## src/rtl/nbx_cfg.svh

```systemverilog
// Constants for the nibble bus I/O expander
`ifndef NBX_CFG_SVH
`define NBX_CFG_SVH
`define NBX_NIB_W      4
`define NBX_PORTS      4
`define NBX_OP_MSB     3
`define NBX_OP_LSB     2
`define NBX_ADDR_MSB   1
`define NBX_ADDR_LSB   0
`define NBX_OP_READ    2'h0
`define NBX_OP_DIRECT  2'h1
`define NBX_OP_OR      2'h2
`define NBX_OP_AND     2'h3
`define NBX_LATCH_RST  4'h0
`endif

```

## src/rtl/nbx_pkg.sv

```systemverilog
// Types for the nibble bus I/O expander
package nbx_pkg;
   typedef enum logic [1:0] {
      NBX_POWERON = 2'h0,
      NBX_IDLE    = 2'h1,
      NBX_WRITE   = 2'h3,
      NBX_READ    = 2'h2
   } nbx_phase_t;

   typedef struct packed {
      logic [3:0] port_a;
      logic [3:0] port_b;
      logic [3:0] port_c;
      logic [3:0] port_d;
   } nbx_ports_t;

   typedef struct packed {
      nbx_phase_t  phase;
      logic        strobe_q;
      logic [1:0]  op;
      logic [1:0]  addr;
      logic [15:0] latch;
      logic [3:0]  driving;
      logic [3:0]  rd_data;
      logic        rd_ready;
   } nbx_state_t;
endpackage

```

## src/rtl/nbx_expander.sv

```systemverilog
// Nibble bus I/O expander: four 4-bit ports behind a strobed nibble bus
// Functional notes
// - A transaction is two nibbles: opcode with port address, then data.
// - Falling strobe edge captures opcode and port address.
// - Low two bits of first nibble pick port a, b, c or d.
// - High two bits: 00 read, 01 direct, 10 OR, 11 AND.
// - Direct write replaces the port latch.
// - OR write ORs data into the old latch value.
// - AND write ANDs data into the old latch value.
// - Rising strobe edge takes write data and applies it.
// - Written port holds its value until written again; it drives until a read releases it.
// - A written port drives low impedance, not floating.
// - Decoded read releases the selected port's pins.
// - Read returns port pins on the host bus while strobe low.
// - Rising strobe ends a read; port stays released, host bus input.
// - Chip select high freezes ports, latches and phase; host bus goes input.
// - Power-up: all ports released, host bus input.
// - First falling strobe leaves power-on state as a normal capture.
`timescale 1ns/1ps
`include "nbx_cfg.svh"

module nbx_expander
   import nbx_pkg::*;
(
   input  wire logic             clock,
   input  wire logic             rstn,
   input  wire logic             transfer_strobe,
   input  wire logic             chip_select_n,
   input  wire logic [3:0]       host_nibble_bus_in,
   output logic      [3:0]       host_nibble_bus_out,
   output logic                  host_nibble_bus_oe_n,
   input  wire nbx_ports_t       io_port_in,
   output nbx_ports_t            io_port_out,
   output logic      [3:0]       io_port_oe_n
);

   nbx_state_t st_reg;
   nbx_state_t st_next;

   logic       fall;
   logic       rise;
   logic [3:0] sel_pins;
   logic [3:0] old_val;

   function automatic logic [3:0] nbx_pick(input logic [15:0] v, input logic [1:0] a);
      nbx_pick = v[(4'(3 - a)) * 4 +: 4];
   endfunction

   // Edge detect; strobe treated as synchronous
   // Limitation: each strobe level must last a full clock to be seen
   // Trade-off: one clock of edge latency buys a single action per edge
   // one action per edge
   assign fall = st_reg.strobe_q & ~transfer_strobe;
   assign rise = ~st_reg.strobe_q & transfer_strobe;

   assign sel_pins = nbx_pick(io_port_in, st_reg.addr);
   assign old_val  = nbx_pick(st_reg.latch, st_reg.addr);

   always_comb begin
      st_next = st_reg;
      // Strobe history tracks even when deselected so a stale edge never fires
      st_next.strobe_q = transfer_strobe;
      st_next.rd_ready = 1'b0;
      if (!chip_select_n) begin
         if (fall) begin
            // capture opcode and address; also leaves power-on
            // low bits port, high bits operation
            st_next.op   = host_nibble_bus_in[`NBX_OP_MSB:`NBX_OP_LSB];
            st_next.addr = host_nibble_bus_in[`NBX_ADDR_MSB:`NBX_ADDR_LSB];
            if (host_nibble_bus_in[`NBX_OP_MSB:`NBX_OP_LSB] == `NBX_OP_READ) begin
               st_next.phase = NBX_READ;
               st_next.driving[3 - host_nibble_bus_in[1:0]] = 1'b0;
            end else begin
               st_next.phase = NBX_WRITE;
            end
         end else begin
            unique case (st_reg.phase)
               NBX_POWERON, NBX_IDLE: begin
               end
               NBX_READ: begin
                  // return pin levels while strobe low
                  st_next.rd_data  = sel_pins;
                  st_next.rd_ready = 1'b1;
                  // rise ends the read, port stays released
                  if (rise) begin
                     st_next.phase = NBX_IDLE;
                  end
               end
               NBX_WRITE: begin
                  if (rise) begin
                     st_next.phase = NBX_IDLE;
                     st_next.driving[3 - st_reg.addr] = 1'b1;
                     unique case (st_reg.op)
                        `NBX_OP_DIRECT:
                           st_next.latch[(4'(3 - st_reg.addr)) * 4 +: 4] = host_nibble_bus_in;
                        `NBX_OP_OR:
                           st_next.latch[(4'(3 - st_reg.addr)) * 4 +: 4] =
                              old_val | host_nibble_bus_in;
                        default:
                           st_next.latch[(4'(3 - st_reg.addr)) * 4 +: 4] =
                              old_val & host_nibble_bus_in;
                     endcase
                  end
               end
            endcase
         end
      end
   end

   // power-on: ports released, host bus input
   always_ff @(posedge clock or negedge rstn) begin
      if (!rstn) begin
         st_reg <= '{phase:    NBX_POWERON,
                     strobe_q: 1'b0,
                     op:       2'h0,
                     addr:     2'h0,
                     latch:    {4{`NBX_LATCH_RST}},
                     driving:  4'h0,
                     rd_data:  4'h0,
                     rd_ready: 1'b0};
      end else begin
         st_reg <= st_next;
      end
   end

   assign io_port_out  = st_reg.latch;
   assign io_port_oe_n = ~st_reg.driving;

   // Bus driven only after one cycle of sampled pins, removed at once on rise
   assign host_nibble_bus_out  = st_reg.rd_data;
   assign host_nibble_bus_oe_n = ~(st_reg.phase == NBX_READ && st_reg.rd_ready
                                   && !transfer_strobe && !chip_select_n);

   // Mask of the addressed slot; the other three must never move on a write
   logic [15:0] slot_mask;
   assign slot_mask = 16'hf000 >> {st_reg.addr, 2'b00};
endmodule

```

## config.mk

```make
export PLATFORM = sky130hd
export DESIGN_NAME = nbx_expander
export DESIGN_NICKNAME = d
export VERILOG_FILES = /design/src/rtl/nbx_pkg.sv /design/src/rtl/nbx_expander.sv
export VERILOG_INCLUDE_DIRS = /design/src /design/src/rtl
export SDC_FILE = /design/constraint.sdc
export NUM_CORES = 1
export LEC_CHECK = 0
export BUFFER_PORTS_ARGS = -buffer_cell sky130_fd_sc_hd__buf_2
export CORE_MARGIN = 1
export CORE_UTILIZATION = 35
export DETAILED_ROUTE_END_ITERATION = 7
export SETUP_SLACK_MARGIN = 0.4
export SYNTH_ARGS = -nofsm -noshare
export SYNTH_HDL_FRONTEND = slang
export SYNTH_SLANG_ARGS = --single-unit
```

## constraint.sdc

```tcl
create_clock -name clock -period 2 [get_ports clock]
set_input_delay 0 -clock clock [delete_from_list [all_inputs] [get_ports clock]]
set_output_delay 0 -clock clock [all_outputs]
set_load 0.01 [all_outputs]
```

==> run metrics, run 1 <==
top cells by count, synth=dfrtp_1 (32), o21ai_0 (28), buf_4 (23); most frequent cell after synthesis=dfrtp_1; unrepaired setup endpoints after global routing=yes; Setup Viol. Count Final=0; reg2reg start=st_reg[29]; drt drc=0; Power Internal=0.00165 W; final setup TNS=0 ps; CTS Buffer Depth=2; worst path bufs/invs=0; H-tree levels=2; Area Growth Syn to Fin=30.8%; Detail Route Antenna Nets=0; share of cells above drive strength 1=0.445; largest cells by area after synthesis=dfrtp_1 (31%), buf_4 (6.7%), ha_1 (5.9%); wire length per cell=16.5 um; Crit path max-delay family=simple AND/OR/NAND/NOR gates; synthesized cell area=2560 um2; initial antenna violation count=0; Overall Global Routing Usage=0.195; Max Clock Freq=545 MHz; vias per inst=5.36; CTS tree=built; Clock Sinks=32; syn_nets=325; clk_lat worst skew=290 ps; Syn Inst Count=289; HP Class=in2reg; first-pass GRT wire length=11.4 mm; P_leak=1.47 nW; combinational power share=0.482; Site Rows=30; Max rail drop VDD=0.000251 V; die area=7670 um2; Synth cell types=53; Congestion Overflow GR=0; drt first pass iters=4; Die Height=87.6 um; final wirelength=7.28 mm; critical path peak fanout=6; CP endpoint kind=flop; Placed Area=2890 um2; max_cap viols=0; CP Data Required Time=2230 ps; hold path startpoint=host_nibble_bus_in[3]; CP Launch Point=st_reg[29]; DRT iter0 DRCs=140; core box area=6940 um2; Post-Route Skew=11.0 ps; Tightest Pin Transition=766 ps; EDFF count, synth=0; total power=0.00271 W; # diodes=0; Yosys top cell area share=0.313; Worst EP arrival=2070 ps; status=finished clean; min cycle time layout=1830 ps; async set-reset flop share out of synthesis=1.00; largest net degree at the start of global routing=33; Starting Density=0.369; cts bufs inserted=5; slew margin rel.=0.489; Nets=381; Sequential Power Share=0.319; Worst Setup Start Kind=flop; multi-input logic area=1710 um2; DIE WIDTH=87.6 um; fillers=666; Final WS setup=166 ps; CTS Root Cell=clkbuf_8; # IOs=49; Post-synth top flop=dfrtp_1; period utilisation layout=0.917; IO buf count=48; critical path's largest stage delay=480 ps; hpwl dp=5.08 mm; post-synth top area cell=dfrtp_1; Yosys warnings=0; worst setup path class=reg2reg; Switch Pwr=0.00107 W; syn_area_per_cell=8.87 um2; sequential share of the synthesized area=0.313; cell area after layout=3350 um2; clock transition at the registers of the reported paths=70 ps; critical path's slowest cell=or3_4; Placer Congestion=0.906; Slew Viols, Final=0; sw frac=0.393; FF+latch area=802 um2; DR vias=2370; vias in the first global route=2243; Final Hold Fails=0; Synth Register Bits=32; Clk pwr share=0.199; worst hold margin=71.5 ps; pre-CTS setup slack=73.4 ps; power density over cell area=810 nW/um2; cells along the critical path=ha_4, nand2b_4, or3_4, o21bai_4, a221oi_2, a211o_1
-- area by class of cell --
cell class,instances,area share
timing repair buffer,85,0.161
tap,96,0.0358
sequential,32,0.239
clock buffer,6,0.0246
clock inverter,2,0.00299
multi-input combinational,202,0.512
inverter,19,0.0243
-- per-stage QoR --
step / utilization / instances
6_report: 0.483 / 442
5_1_grt: 0.483 / 442
4_1_cts: 0.450 / 432
3_5_place_dp: 0.416 / 417
3_3_place_gp: 0.416 / 417
2_1_floorplan: - / 289
-- worst paths after layout --
path,endpoint,slack [ps],cells after the start
hold / removal,st_reg[28],70,3
max in group asynchronous,st_reg[25],1130,2
min in group asynchronous,async pin,330,2
setup / recovery,flop,170,6
setup reg to reg,flop,170,6
hold reg to reg,flop,500,2
-- timing repair --
action,4_1_cts,5_1_grt
hold endpoints to repair,34,0
gates resized for setup,22,27
hold buffers,3,0
setup endpoints to repair,20,22
buffers inserted,4,10
pin swaps,8,10
-- power groups by stage --
stage	Combinational (W)	Sequential [W]	Clock, W
after floorplan	0.000851	0.000838	0
after global placement	0.00106	0.000857	0
after detailed placement	0.00106	0.000862	0
after CTS	0.00115	0.000853	0.000549
after global routing	0.00141	0.000878	0.000568
final	0.00131	0.000865	0.000541
-- metal layers --
metal,share of wire,vias up,global-route usage
met5,0,-,0
met4,0.010,0,0.0671
met3,0.053,8,0.0320
met2,0.48,85,0.319
met1,0.46,1149,0.261
li1,-,1128,-
-- cells in the final DEF (no fill, tap or decap), drive strengths merged, types with 3 or more instances in the layout --
| cell | synthesis | final |
|---|---|---|
| nor2 | 17 | 17 |
| nor2b | 5 | 5 |
| nor3 | 10 | 10 |
| a211o | 7 | 7 |
| mux2 | 13 | 13 |
| nand2 | 22 | 22 |
| nand2b | 8 | 8 |
| o22ai | 5 | 5 |
| o31ai | 3 | 3 |
| a21oi | 22 | 22 |
| clkbuf | 7 | 6 |
| ha | 12 | 12 |
| buf | 29 | 82 |
| dlygate4sd3 | 0 | 3 |
| dfrtp | 32 | 32 |
| inv | 19 | 19 |
| o21a | 3 | 3 |
| mux4 | 4 | 4 |
| a2111oi | 5 | 5 |
| o21ai | 31 | 31 |
| or2 | 3 | 3 |
| nand3 | 3 | 3 |
-- worst min-delay path, cell delays in order --
cell	delay, ps
buf_2	170
nand2_1	70
o21ai_0	70
-- cell families after synthesis --
kind of cell | Yosys count | synth area share
mux | 19 | 0.103
fa+ha+maj | 12 | 0.0586
buf+inv | 55 | 0.120
simple gates | 79 | 0.164
compound gates | 92 | 0.243
flops | 32 | 0.313
No activity file was read; power rests on OpenSTA's default activity.
==> inputs of run 2 (changes only) <==
--- a/config.mk
+++ b/config.mk
@@ -10,6 +10,7 @@
 export CORE_MARGIN = 1
 export CORE_UTILIZATION = 35
 export DETAILED_ROUTE_END_ITERATION = 7
+export RECOVER_POWER = 25
 export SETUP_SLACK_MARGIN = 0.4
 export SYNTH_ARGS = -nofsm -noshare
 export SYNTH_HDL_FRONTEND = slang
==> run 2 against run 1 <==
Against the previous run: utilization down 0.40 points; clock skew rose by 0.88 ps; worst setup slack is essentially flat; clock power is essentially flat; maximum frequency barely moved; critical path depth did not move; final cell count is the same; die area did not move; sequential cell count unchanged; register-to-register slack about the same; critical path type unchanged.
==> run metrics, run 2 (synthesized netlist as in run 1, its figures left out) <==
# diodes=0; min cycle time layout=1830 ps; critical path peak fanout=6; slew margin rel.=0.489; worst setup path class=reg2reg; period utilisation layout=0.917; Worst EP arrival=2070 ps; Post-Route Skew=11.8 ps; CP Data Required Time=2230 ps; Slew Viols, Final=0; Site Rows=30; Detail Route Antenna Nets=0; vias per inst=5.37; hpwl dp=5.08 mm; CTS Root Cell=clkbuf_8; H-tree levels=2; initial antenna violation count=0; DIE WIDTH=87.6 um; Placer Congestion=0.906; CTS tree=built; hold path depth=3; most frequent cells in the layout=dfrtp_1 (31), buf_4 (30), buf_2 (26); Congestion Overflow GR=0; largest net degree at the start of global routing=33; Nets=381; CTS Buffer Depth=2; hold path startpoint=host_nibble_bus_in[3]; Setup Viol. Count Final=0; Die Height=87.6 um; # IOs=49; critical path's slowest cell=or3_4; Max rail drop VDD=0.000252 V; Worst Setup Start Kind=flop; DR vias=2375; final setup TNS=0 ps; drt drc=0; most common cell after layout, fill and taps aside=dfrtp_1; R2R depth=6; register-to-register setup slack=170 ps; vias in the first global route=2243; status=finished clean; worst path bufs/invs=0; Area Growth Syn to Fin=29.7%; critical path's largest stage delay=480 ps; Hold EP=st_reg[28]; Starting Density=0.369; CP endpoint kind=flop; worst hold margin=75.5 ps; Clock Sinks=32; drt first pass iters=4; P_leak=1.40 nW; Final Hold Fails=0; die area=7670 um2; Max Clock Freq=545 MHz; clk_lat worst skew=300 ps; Crit path max-delay family=simple AND/OR/NAND/NOR gates; share of cells above drive strength 1=0.382; cts bufs inserted=5; cells along the critical path=ha_4, nand2b_4, or3_4, o21bai_4, a221oi_2, a211o_1; HP Class=in2reg; power density over cell area=811 nW/um2; Tightest Pin Transition=766 ps; final wirelength=7.28 mm; first-pass GRT wire length=11.4 mm; reg2reg start=st_reg[29]; unrepaired setup endpoints after global routing=yes; core box area=6940 um2; max_cap viols=0; DRT iter0 DRCs=130; Overall Global Routing Usage=0.195; wire length per cell=16.5 um; clock transition at the registers of the reported paths=70 ps; IO buf count=48
run 2: changes by cell type in the layout (fill, tap and decap cells not counted), sizes merged:
| cell | change |
|---|---|
| clkbuf | +22 |
| buf | -22 |
run 2: what timing repair did:
action / in CTS / in global routing
hold endpoints to repair: 34 / 0
hold buffers: 3 / 0
setup buffers: 4 / 10
cloned: 0 / 0
gates resized for setup: 22 / 27
pin swaps: 8 / 10
setup endpoints to repair: 20 / 22
run 2: cell type report:
type,instances,area (um2)
Fill cell,672,3620
Multi-Input combinational cell,202,1710
Sequential cell,32,802
Timing Repair Buffer,85,513
Tap cell,96,120
Clock buffer,6,82.6
Inverter,19,81.3
Clock inverter,2,10.0
run 2: power breakdown:
group | total [W] | switching [W] | internal, W
Combinational | 0.00129 | 0.000693 | 0.000593
Sequential | 0.000867 | 0.000111 | 0.000755
Clock | 0.000542 | 0.000268 | 0.000275
run 2: stage by stage:
step                std cells  power, W  instance area (um2)   util  setup slack (ps)
global route              442   0.00284                 3320  0.479              75.0
CTS                       432   0.00255                 3130  0.450               193
detailed placement        417   0.00192                 2890  0.416              73.4
global placement          417   0.00192                 2890  0.416               115
floorplan                 289   0.00169                 2630      -               203
finish                    442   0.00269                 3320  0.479               165
run 2: worst max path at each step:
| stage | from | to | depth (start not counted) |
|---|---|---|---|
| after floorplan | st_reg[26] | flop | 9 |
| after global placement | st_reg[27] | flop | 7 |
| after detailed placement | st_reg[25] | flop | 7 |
| after CTS | st_reg[29] | flop | 7 |
| after global routing | st_reg[26] | flop | 8 |
| final | st_reg[29] | flop | 6 |
run 2: layer usage:
metal,up-vias,routed length [um],GRT usage
met3,10,396,0.0320
met4,0,88,0.0671
met2,88,3480,0.319
met1,1148,3320,0.261
li1,1129,-,-
met5,-,0,0
run 2: worst reg2reg max path, cell delays in order (launching register included):
cell and delay, ps:
dfrtp_1 410, ha_4 190, nand2b_4 170, or3_4 480, o21bai_4 210, a221oi_2 200, a211o_1 130
